`config.mk`:
```
export PLATFORM = sky130hd
export DESIGN_NAME = rsrp_port
export DESIGN_NICKNAME = d
export VERILOG_FILES = /design/src/rtl/rsrp_pkg.sv /design/src/rtl/rsrp_port.sv /design/src/rtl/rsrp_sync.sv
export SDC_FILE = /design/constraint.sdc
export NUM_CORES = 1
export LEC_CHECK = 0
export ABC_AREA = 1
export BUFFER_PORTS_ARGS = -buffer_cell sky130_fd_sc_hd__buf_2
export CORE_MARGIN = 3
export CORE_UTILIZATION = 50
export DETAILED_ROUTE_END_ITERATION = 16
export GPL_ROUTABILITY_DRIVEN = 0
export PLACE_DENSITY = 0.65
export SETUP_SLACK_MARGIN = 0.5
export SLEW_MARGIN = 20
export SYNTH_ARGS = -nofsm -noshare
export SYNTH_HDL_FRONTEND = slang
export SYNTH_HIERARCHICAL = 1
export SYNTH_SLANG_ARGS = --single-unit
```
`constraint.sdc`:
```
create_clock -name core_clk -period 5.1 [get_ports core_clk]
set_input_delay 0.765 -clock core_clk [delete_from_list [all_inputs] [get_ports core_clk]]
set_output_delay 0.765 -clock core_clk [all_outputs]
set_load 0.05 [all_outputs]
```
`src/rtl/rsrp_pkg.sv`:
```
package rsrp_pkg;

  // ----------------------------------------------------------------
  // frame layout
  // ----------------------------------------------------------------
  localparam int unsigned FRAME_BITS   = 24;
  localparam int unsigned ADDR_BITS    = 3;
  localparam int unsigned REGNUM_BITS  = 5;
  localparam int unsigned DATA_BITS    = 16;
  localparam int unsigned READ_CLOCKS  = 48;
  localparam int unsigned CNT_BITS     = 6;

  // ----------------------------------------------------------------
  // register numbers
  // ----------------------------------------------------------------
  localparam logic [4:0] REG_POWER_EN    = 5'h01;
  localparam logic [4:0] REG_FILTER_CTL  = 5'h02;
  localparam logic [4:0] REG_FILTER_SRC  = 5'h03;
  localparam logic [4:0] REG_GAIN_CTL    = 5'h04;
  localparam logic [4:0] REG_GAIN_LIMIT  = 5'h05;
  localparam logic [4:0] REG_CAL_STATUS  = 5'h06;
  localparam logic [4:0] REG_READ_SELECT = 5'h07;
  localparam logic [4:0] REG_BLOCKER     = 5'h12;
  localparam logic [4:0] REG_PHASE_I     = 5'h14;
  localparam logic [4:0] REG_PHASE_Q     = 5'h15;

  // ----------------------------------------------------------------
  // reset values
  // ----------------------------------------------------------------
  localparam logic [15:0] RST_POWER_EN   = 16'hBFBE;
  localparam logic [15:0] RST_FILTER_CTL = 16'hC585;
  localparam logic [15:0] RST_FILTER_SRC = 16'h869F;
  localparam logic [15:0] RST_GAIN_CTL   = 16'h3430;
  localparam logic [15:0] RST_GAIN_LIMIT = 16'hA904;
  localparam logic [15:0] RST_BLOCKER    = 16'hF05C;
  localparam logic [15:0] RST_PHASE      = 16'hF000;
  localparam logic [2:0]  PIN_IDLE       = 3'h2;  // serial clock low, select high, data low

  // ----------------------------------------------------------------
  // fields
  // ----------------------------------------------------------------
  localparam int unsigned BW_SEL_LSB     = 13;
  localparam int unsigned CAL_OVR_BIT    = 10;
  localparam int unsigned CAL_TRIG_BIT   = 9;
  localparam int unsigned GAIN_SRC_LSB   = 12;
  localparam logic [1:0]  BW_14MHZ       = 2'h0;
  localparam logic [1:0]  BW_28MHZ       = 2'h1;
  localparam logic [1:0]  BW_56MHZ       = 2'h2;
  localparam logic [1:0]  BW_112MHZ      = 2'h3;
  localparam logic [3:0]  GAIN_INTERNAL  = 4'h3;
  localparam logic [3:0]  GAIN_EXTERNAL  = 4'hC;
  localparam logic [7:0]  FACTORY_CAL    = 8'h85;
  localparam logic [1:0]  CAL_STAT_DONE  = 2'h3;

  // ----------------------------------------------------------------
  // decoded frame carried to the register bank
  // ----------------------------------------------------------------
  typedef struct packed {
    logic [2:0]  chip_addr;
    logic [4:0]  reg_num;
    logic [15:0] data;
  } rsrp_frame_s;

  typedef enum logic [2:0] {
    ST_IDLE  = 3'b001,
    ST_SHIFT = 3'b010,
    ST_DONE  = 3'b100
  } rsrp_state_e;

endpackage

```
`src/rtl/rsrp_port.sv`:
```
`timescale 1ns/1ps
`default_nettype none
// Behaviour
// - frame is 3-bit chip address, 5-bit register number, 16-bit data
// - serial input is sampled on each of the first 24 rising serial clock edges of a frame
// - after 24 pulses select rises and the 16-bit value is loaded
// - read data is driven on serial output, changing on rising clock
// - nine 16-bit registers, exactly one transferred per operation
// - factory calibration word for 140 MHz centre is recallable
// - filter offers four bandwidths and adjustable centre
// - bandwidth code 00/01/10/11 is 14/28/56/112 MHz, resets to 56
// - centre calibration starts only on 0-to-1 of its trigger bit
// - gain source code 0x3 internal loop, 0xC external voltage
module rsrp_port
  import rsrp_pkg::*;
#(
  parameter logic [2:0] CHIP_ADDR = 3'h0  // arbitrary default
)(
  input  wire logic       core_clk,
  input  wire logic       reset_n,
  input  wire logic       serial_clk,
  input  wire logic       frame_select_n,
  input  wire logic       serial_in,
  output logic            serial_out,
  output logic            serial_out_en,
  output logic [15:0]     block_power_enables,
  output logic [1:0]      bandpass_width_select,
  output logic            center_cal_override,
  output logic [7:0]      center_freq_word,
  output logic [7:0]      center_word_active,
  output logic            center_cal_start,
  output logic [3:0]      gain_loop_source,
  output logic            gain_loop_internal,
  output logic            gain_loop_external
);

  // ----------------------------------------------------------------
  // pin synchronisation
  // ----------------------------------------------------------------
  logic       sclk_s;
  logic       sel_n_s;
  logic       sdi_s;
  logic       sclk_d_r;
  logic       sclk_rise;

  rsrp_sync #(.WIDTH(3), .RST_VAL(PIN_IDLE)) u_sync (
    .core_clk (core_clk),
    .reset_n  (reset_n),
    .async_in ({serial_clk, frame_select_n, serial_in}),
    .sync_out ({sclk_s, sel_n_s, sdi_s})
  );

  // edge detect on the synchronised serial clock
  always_ff @(posedge core_clk or negedge reset_n)
  begin
    if (!reset_n)
      sclk_d_r <= 1'b0;
    else
      sclk_d_r <= sclk_s;
  end
  assign sclk_rise = sclk_s & ~sclk_d_r;

  // ----------------------------------------------------------------
  // frame shifter
  // ----------------------------------------------------------------
  rsrp_state_e           state_r;
  logic [CNT_BITS-1:0]   cnt_r;
  logic [FRAME_BITS-1:0] shift_r;
  rsrp_frame_s           frame;
  logic                  commit;

  assign frame = rsrp_frame_s'(shift_r);

  always_ff @(posedge core_clk or negedge reset_n)
  begin
    if (!reset_n)
      state_r <= ST_IDLE;
    else
    begin
      case (state_r)
        ST_IDLE:  if (!sel_n_s) state_r <= ST_SHIFT;
        ST_SHIFT: if (sel_n_s)  state_r <= ST_DONE;
        ST_DONE:  state_r <= ST_IDLE;
        default:  state_r <= ST_IDLE;
      endcase
    end
  end

  // bit counter capped at 48 pulses, msb-first shift capped at one frame
  always_ff @(posedge core_clk or negedge reset_n)
  begin
    if (!reset_n)
    begin
      cnt_r   <= '0;
      shift_r <= '0;
    end
    else if (state_r == ST_IDLE)
      cnt_r <= '0;
    else if (state_r == ST_SHIFT && !sel_n_s && sclk_rise)
    begin
      if (cnt_r < CNT_BITS'(READ_CLOCKS))
        cnt_r <= cnt_r + 6'h01;
      if (cnt_r < CNT_BITS'(FRAME_BITS))
        shift_r <= {shift_r[FRAME_BITS-2:0], sdi_s};
    end
  end

  // load only a full 24-pulse frame addressed to this chip
  assign commit = (state_r == ST_DONE) && (cnt_r == CNT_BITS'(FRAME_BITS))
               && (frame.chip_addr == CHIP_ADDR);

  // ----------------------------------------------------------------
  // register bank
  // ----------------------------------------------------------------
  logic [15:0] filt_ctl_r;
  logic [15:0] filt_src_r;
  logic [15:0] gain_ctl_r;
  logic [15:0] gain_lim_r;
  logic [15:0] block_r;
  logic [15:0] phase_i_r;
  logic [15:0] phase_q_r;
  logic [4:0]  read_sel_r;
  logic [1:0]  cal_stat_r;

  // one register per committed frame
  always_ff @(posedge core_clk or negedge reset_n)
  begin
    if (!reset_n)
    begin
      block_power_enables <= RST_POWER_EN;
      filt_ctl_r          <= RST_FILTER_CTL;
      filt_src_r          <= RST_FILTER_SRC;
      gain_ctl_r          <= RST_GAIN_CTL;
      gain_lim_r          <= RST_GAIN_LIMIT;
      block_r             <= RST_BLOCKER;
      phase_i_r           <= RST_PHASE;
      phase_q_r           <= RST_PHASE;
      read_sel_r          <= '0;
    end
    else if (commit)
    begin
      case (frame.reg_num)
        REG_POWER_EN:    block_power_enables <= frame.data;
        REG_FILTER_CTL:  filt_ctl_r <= frame.data;
        REG_FILTER_SRC:  filt_src_r <= frame.data;
        REG_GAIN_CTL:    gain_ctl_r <= frame.data;
        REG_GAIN_LIMIT:  gain_lim_r <= frame.data;
        REG_READ_SELECT: read_sel_r <= frame.data[4:0];
        REG_BLOCKER:     block_r    <= frame.data;
        REG_PHASE_I:     phase_i_r  <= frame.data;
        REG_PHASE_Q:     phase_q_r  <= frame.data;
        default:         read_sel_r <= read_sel_r;
      endcase
    end
  end

  // ----------------------------------------------------------------
  // filter control
  // ----------------------------------------------------------------
  logic cal_trig_d_r;

  assign bandpass_width_select = filt_ctl_r[BW_SEL_LSB +: 2];
  assign center_cal_override   = filt_ctl_r[CAL_OVR_BIT];
  assign center_freq_word      = filt_ctl_r[7:0];

  // centre calibration pulse only on a rising trigger bit
  always_ff @(posedge core_clk or negedge reset_n)
  begin
    if (!reset_n)
    begin
      cal_trig_d_r     <= 1'b0;
      center_cal_start <= 1'b0;
      cal_stat_r       <= CAL_STAT_DONE;
    end
    else
    begin
      cal_trig_d_r     <= filt_ctl_r[CAL_TRIG_BIT];
      center_cal_start <= filt_ctl_r[CAL_TRIG_BIT] & ~cal_trig_d_r;
      if (center_cal_start)
        cal_stat_r <= CAL_STAT_DONE;
    end
  end

  // factory word unless the serial word is forced
  always_ff @(posedge core_clk or negedge reset_n)
  begin
    if (!reset_n)
      center_word_active <= FACTORY_CAL;
    else
      center_word_active <= center_cal_override ? center_freq_word : FACTORY_CAL;
  end

  // ----------------------------------------------------------------
  // gain loop source
  // ----------------------------------------------------------------
  assign gain_loop_source   = gain_ctl_r[GAIN_SRC_LSB +: 4];
  assign gain_loop_internal = (gain_loop_source == GAIN_INTERNAL);
  assign gain_loop_external = (gain_loop_source == GAIN_EXTERNAL);

  // ----------------------------------------------------------------
  // read-back
  // ----------------------------------------------------------------
  logic [15:0] rd_word;
  logic [15:0] out_sr_r;

  always_comb
  begin
    case (read_sel_r)
      REG_POWER_EN:   rd_word = block_power_enables;
      REG_FILTER_CTL: rd_word = filt_ctl_r;
      REG_FILTER_SRC: rd_word = filt_src_r;
      REG_GAIN_CTL:   rd_word = gain_ctl_r;
      REG_GAIN_LIMIT: rd_word = gain_lim_r;
      REG_CAL_STATUS: rd_word = {6'h00, cal_stat_r, FACTORY_CAL};
      REG_BLOCKER:    rd_word = block_r;
      REG_PHASE_I:    rd_word = phase_i_r;
      REG_PHASE_Q:    rd_word = phase_q_r;
      default:        rd_word = 16'h0000;
    endcase
  end

  // output shifter: loads on the 24th rising edge, shifts on later rising edges
  always_ff @(posedge core_clk or negedge reset_n)
  begin
    if (!reset_n)
    begin
      out_sr_r      <= '0;
      serial_out    <= 1'b0;
      serial_out_en <= 1'b0;
    end
    else if (state_r != ST_SHIFT || sel_n_s)
    begin
      serial_out    <= 1'b0;
      serial_out_en <= 1'b0;
    end
    else if (sclk_rise && cnt_r >= CNT_BITS'(FRAME_BITS - 1) && cnt_r < CNT_BITS'(READ_CLOCKS))
    begin
      if (cnt_r == CNT_BITS'(FRAME_BITS - 1))
      begin
        out_sr_r   <= {rd_word[14:0], 1'b0};
        serial_out <= rd_word[15];
      end
      else
      begin
        out_sr_r   <= {out_sr_r[14:0], 1'b0};
        serial_out <= out_sr_r[15];
      end
      serial_out_en <= 1'b1;
    end
  end

  // ----------------------------------------------------------------
  // checks
  // ----------------------------------------------------------------
  foreign_frame_a: assert property (@(posedge core_clk) disable iff (!reset_n)
    (state_r == ST_DONE && frame.chip_addr != CHIP_ADDR) |=> $stable(block_power_enables))
    else $error("foreign frame changed a register");

  write_load_a: assert property (@(posedge core_clk) disable iff (!reset_n)
    (commit && frame.reg_num == REG_POWER_EN) |=> block_power_enables == $past(frame.data))
    else $error("power register not loaded");

  short_frame_a: assert property (@(posedge core_clk) disable iff (!reset_n)
    (state_r == ST_DONE && cnt_r != CNT_BITS'(FRAME_BITS)) |=> $stable(filt_ctl_r))
    else $error("short frame loaded a register");

  cal_edge_a: assert property (@(posedge core_clk) disable iff (!reset_n)
    center_cal_start |=> !center_cal_start)
    else $error("calibration start held high");

  gain_decode_a: assert property (@(posedge core_clk) disable iff (!reset_n)
    !(gain_loop_internal && gain_loop_external))
    else $error("gain source decoded twice");

  out_idle_a: assert property (@(posedge core_clk) disable iff (!reset_n)
    sel_n_s ##1 sel_n_s |-> !serial_out_en)
    else $error("serial output driven outside frame");

  shift_edge_a: assert property (@(posedge core_clk) disable iff (!reset_n)
    (state_r == ST_SHIFT && !sclk_rise && !sel_n_s) |=> $stable(shift_r))
    else $error("shift without rising serial clock");

  word_select_a: assert property (@(posedge core_clk) disable iff (!reset_n)
    !center_cal_override ##1 !center_cal_override |-> center_word_active == FACTORY_CAL)
    else $error("factory word not selected");
endmodule // rsrp_port
`default_nettype wire

```
`src/rtl/rsrp_sync.sv`:
```
`timescale 1ns/1ps
`default_nettype none
module rsrp_sync
  import rsrp_pkg::*;
#(
  parameter int unsigned      WIDTH   = 4,
  parameter logic [WIDTH-1:0] RST_VAL = '0
)(
  input  wire logic             core_clk,
  input  wire logic             reset_n,
  input  wire logic [WIDTH-1:0] async_in,
  output logic      [WIDTH-1:0] sync_out
);
  logic [WIDTH-1:0] meta_r;

  // ----------------------------------------------------------------
  // two-flop synchroniser per bit
  // ----------------------------------------------------------------
  genvar i;
  generate
    for (i = 0; i < WIDTH; i++)
    begin : g_bit
      always_ff @(posedge core_clk or negedge reset_n)
      begin
        if (!reset_n)
        begin
          // both stages rest at the pin's idle level, so no false edge follows reset
          meta_r[i]   <= RST_VAL[i];
          sync_out[i] <= RST_VAL[i];
        end
        else
        begin
          meta_r[i]   <= async_in[i];
          sync_out[i] <= meta_r[i];
        end
      end
    end
  endgenerate
endmodule // rsrp_sync
`default_nettype wire

```
==> impl_metrics.env <==
export IMPL_hold_viol=0
export IMPL_grt_usage=0.2470
export IMPL_wl_per_cell_um=17.74
export IMPL_cp_common_cell="nand2_1"
export IMPL_viasPerCell=5.419
export IMPL_core_area_mm2=0.01688
export IMPL_grt_setup_unrepaired="no"
export IMPL_placedInstanceArea_mm2=0.009121
export IMPL_grt_start_max_net_pins=110
export IMPL_initial_utilization=0.5206
export IMPL_post_cts_setup_buffer_count=0
export IMPL_yosysWarnings=6
export IMPL_yosys_cell_types_count=24
export IMPL_die_y_um=138.6
export IMPL_max_slew_margin=0.3407
export IMPL_io_pins=49
export IMPL_fin_setup_tns_ns=0
export IMPL_end_kind="flip-flop"
export IMPL_place_inst=1274
export IMPL_portBuffers=48
export IMPL_crit_type="reg2reg"
export IMPL_drv_cap=0
export IMPL_diodes=0
export IMPL_cts_buffers_inserted=17
export IMPL_powerDensity_mw_per_mm2=327.9
export IMPL_cts_repair_resized=0
export IMPL_critPathTopFamily="simple AND/OR/NAND/NOR gates"
export IMPL_cp_cell_sequence="nor2_2, nand2_1, nor2_1, nand2_1, nand2_1, nor2_1, nand2_1, nand2_1, a21oi_1"
export IMPL_hp_class="reg2reg"
export IMPL_synth_avg_cell_area_um2=8.337
export IMPL_die_x_um=138.6
export IMPL_wirelength_mm=23.17
export IMPL_finalCritPeriodShare=0.5171
export IMPL_tritoncts="built"
export IMPL_leakagePower_nw=4.572
export IMPL_grt_use_met2=0.3821
export IMPL_fp_row_count=47
export IMPL_stdcell_count=1306
export IMPL_root_buffer="clkbuf_16"
export IMPL_top_usage_layer="met2"
export IMPL_grt_pass1_wl_mm=37.53
export IMPL_critPathSlowestCell="nor2_1"
export IMPL_vias=7077
export IMPL_holdBufCountCts=0
export IMPL_grt_pass1_vias=6787
export IMPL_finish_instance_area_mm2=0.009723
export IMPL_dr_first_iter_drc_count=627
export IMPL_antenna_left=0
export IMPL_skew_ns=0.01510
export IMPL_grt_ovfl_total=0
export IMPL_drv_slew=0
export IMPL_first_pass_iters=5
export IMPL_drive_gt1_frac=0.1519
export IMPL_layout_min_cycle_time_ns=2.637
export IMPL_finalSetupViolCount=0
export IMPL_clock_sinks=200
export IMPL_cp_required_ns=5.46
export IMPL_use_met3=0.03897
export IMPL_max_freq_mhz=379.2
export IMPL_clkLatencyLatePin_ns=0.44
export IMPL_htreeDepth=4
export IMPL_die_area_mm2=0.01920
export IMPL_power_total_mw=3.189
export IMPL_cp_max_fo=17
export IMPL_ys_seq_area_frac=0.5782
export IMPL_crit_path_start_kind="flip-flop"
export IMPL_netlist_area_mm2=0.008787
export IMPL_max_clock_path_buffers=2
export IMPL_grtUsageMet1=0.3598
export IMPL_worst_pin_slew_ns=0.9879
export IMPL_setup_ws_ns=2.463
export IMPL_path_buf_inv=0
export IMPL_syn_inst=1054
export IMPL_yosysTopAreaCellShare=0.3958
export IMPL_hpwl_mm=15.01
export IMPL_cp_slowest_stage_delay_ns=0.76
export IMPL_area_delta_synth_final_pct=10.65
export IMPL_clk_pin_slew_worst_paths_ns=0.07
export IMPL_ir_drop_v=0.0003295
export IMPL_pre_cts_slack_ns=2.573
export IMPL_synth_area_leaders="dfrtp_1 40%, dfstp_2 18%, nand2_1 16%, o21ai_0 8.1%, nor2_1 3.6%"
export IMPL_nets=1080
export IMPL_synth_seq_cells=200
export IMPL_synth_net_count=1061
export IMPL_run_status="complete, no violations"
export IMPL_drc=0
export IMPL_antenna_found_initial=0
export IMPL_yosysTopAreaCell="dfrtp_1"
export IMPL_arrival_ns=2.99
## logic make-up after synthesis
family                     after synthesis  synth area share
and+or+nand+nor                        532            0.2446
DFF                                    200            0.5782
AOI/OAI and AO/OA                      199            0.1139
buffers and inverters                  121           0.06037
adders and majority gates                2          0.002847
## path summary, 6_finish.rpt
check	startpoint	end	slack [ns]	depth (start not counted)
min reg2reg	u_sync/meta_r[0]	u_sync/sync_out[0]	0.35	0
min	u_sync/meta_r[0]	u_sync/sync_out[0]	0.35	0
max in group asynchronous	reset_n	out_sr_r[15]	3.68	2
min in group asynchronous	reset_n	center_word_active[3]	0.38	1
max reg2reg	read_sel_r[2]	out_sr_r[2]	2.46	9
max	read_sel_r[2]	out_sr_r[2]	2.46	9
## sequential cells by signal (all words and copies together) (netlist names), 5 cells and up
| signal | count |
|---|---|
| frame | 24 |
| gain_ctl_r | 16 |
| center_word_active | 8 |
| filt_src_r | 16 |
| phase_i_r | 16 |
| phase_q_r | 16 |
| gain_lim_r | 16 |
| cnt_r | 6 |
| block_r | 16 |
| out_sr_r | 15 |
| read_sel_r | 5 |
| block_power_enables | 16 |
| filt_ctl_r | 16 |
## cell usage in the layout (no fill, tap or decap), types with 2 or more instances in the layout
master / netlist / layout
a21oi_1: 40 / 40
buf_2: 19 / 47
buf_4: 14 / 12
bufinv_16: 0 / 2
clkbuf_16: 0 / 17
clkbuf_8: 0 / 2
clkinv_4: 0 / 4
dfrtp_1: 139 / 139
dfstp_2: 61 / 61
ha_1: 2 / 2
inv_1: 58 / 58
inv_2: 2 / 2
inv_6: 0 / 5
nand2_1: 381 / 381
nand3_1: 23 / 22
nand3_2: 1 / 2
nand4_1: 28 / 28
nor2_1: 85 / 85
nor2_2: 5 / 5
nor3_1: 5 / 5
nor4_1: 2 / 2
o21ai_0: 143 / 143
o21ai_1: 14 / 14
## through the flow
stage / hold slack [ns] / utilization
floorplan: 0.3312 / -
global placement: 0.3372 / 0.5401
detailed placement: 0.3395 / 0.5404
CTS: 0.3553 / 0.5761
global route: 0.3557 / 0.5761
finish: 0.3530 / 0.5761
## synthesized netlist by cell type, drive strengths merged
| master | count |
|---|---|
| o21ai | 157 |
| a211oi | 1 |
| nor2 | 90 |
| inv | 60 |
| dfstp | 61 |
| nand4 | 28 |
| dfrtp | 139 |
| ha | 2 |
| nor3 | 6 |
| clkbuf | 26 |
| nand2 | 381 |
| a21oi | 40 |
| nand3 | 24 |
| a21boi | 1 |
| nor4 | 3 |
| buf | 35 |
## power by group
group	switching, mW	internal [mW]	total, mW	leakage, nW
sequential	0.0267	1.62	1.65	2.55
combinational	0.122	0.0297	0.152	1.72
clock	0.637	0.750	1.39	0.294
total	0.785	2.40	3.19	4.57
## worst reg2reg max path: cells and delay by family (launching register included)
family | cells | cell delay, ns
compound gates | 1 | 0.15
simple gates | 8 | 1.98
flops | 1 | 0.44
## per-layer routing
metal	vias to the layer above	wire length [um]
met5	-	0
li1	3417	-
met1	3385	10650
met3	38	1308
met4	0	592
met2	237	10620
## area by class of cell
class                      count  area [um2]
clock buffer                  18       439.2
timing repair buffer          61       359.1
fill                        1511        7154
sequential                   200        5081
multi-input combinational    733        3181
tap                          220       275.3
clock inverter                14       162.7
inverter                      60       225.2
No activity file was read; power rests on OpenSTA's default activity.
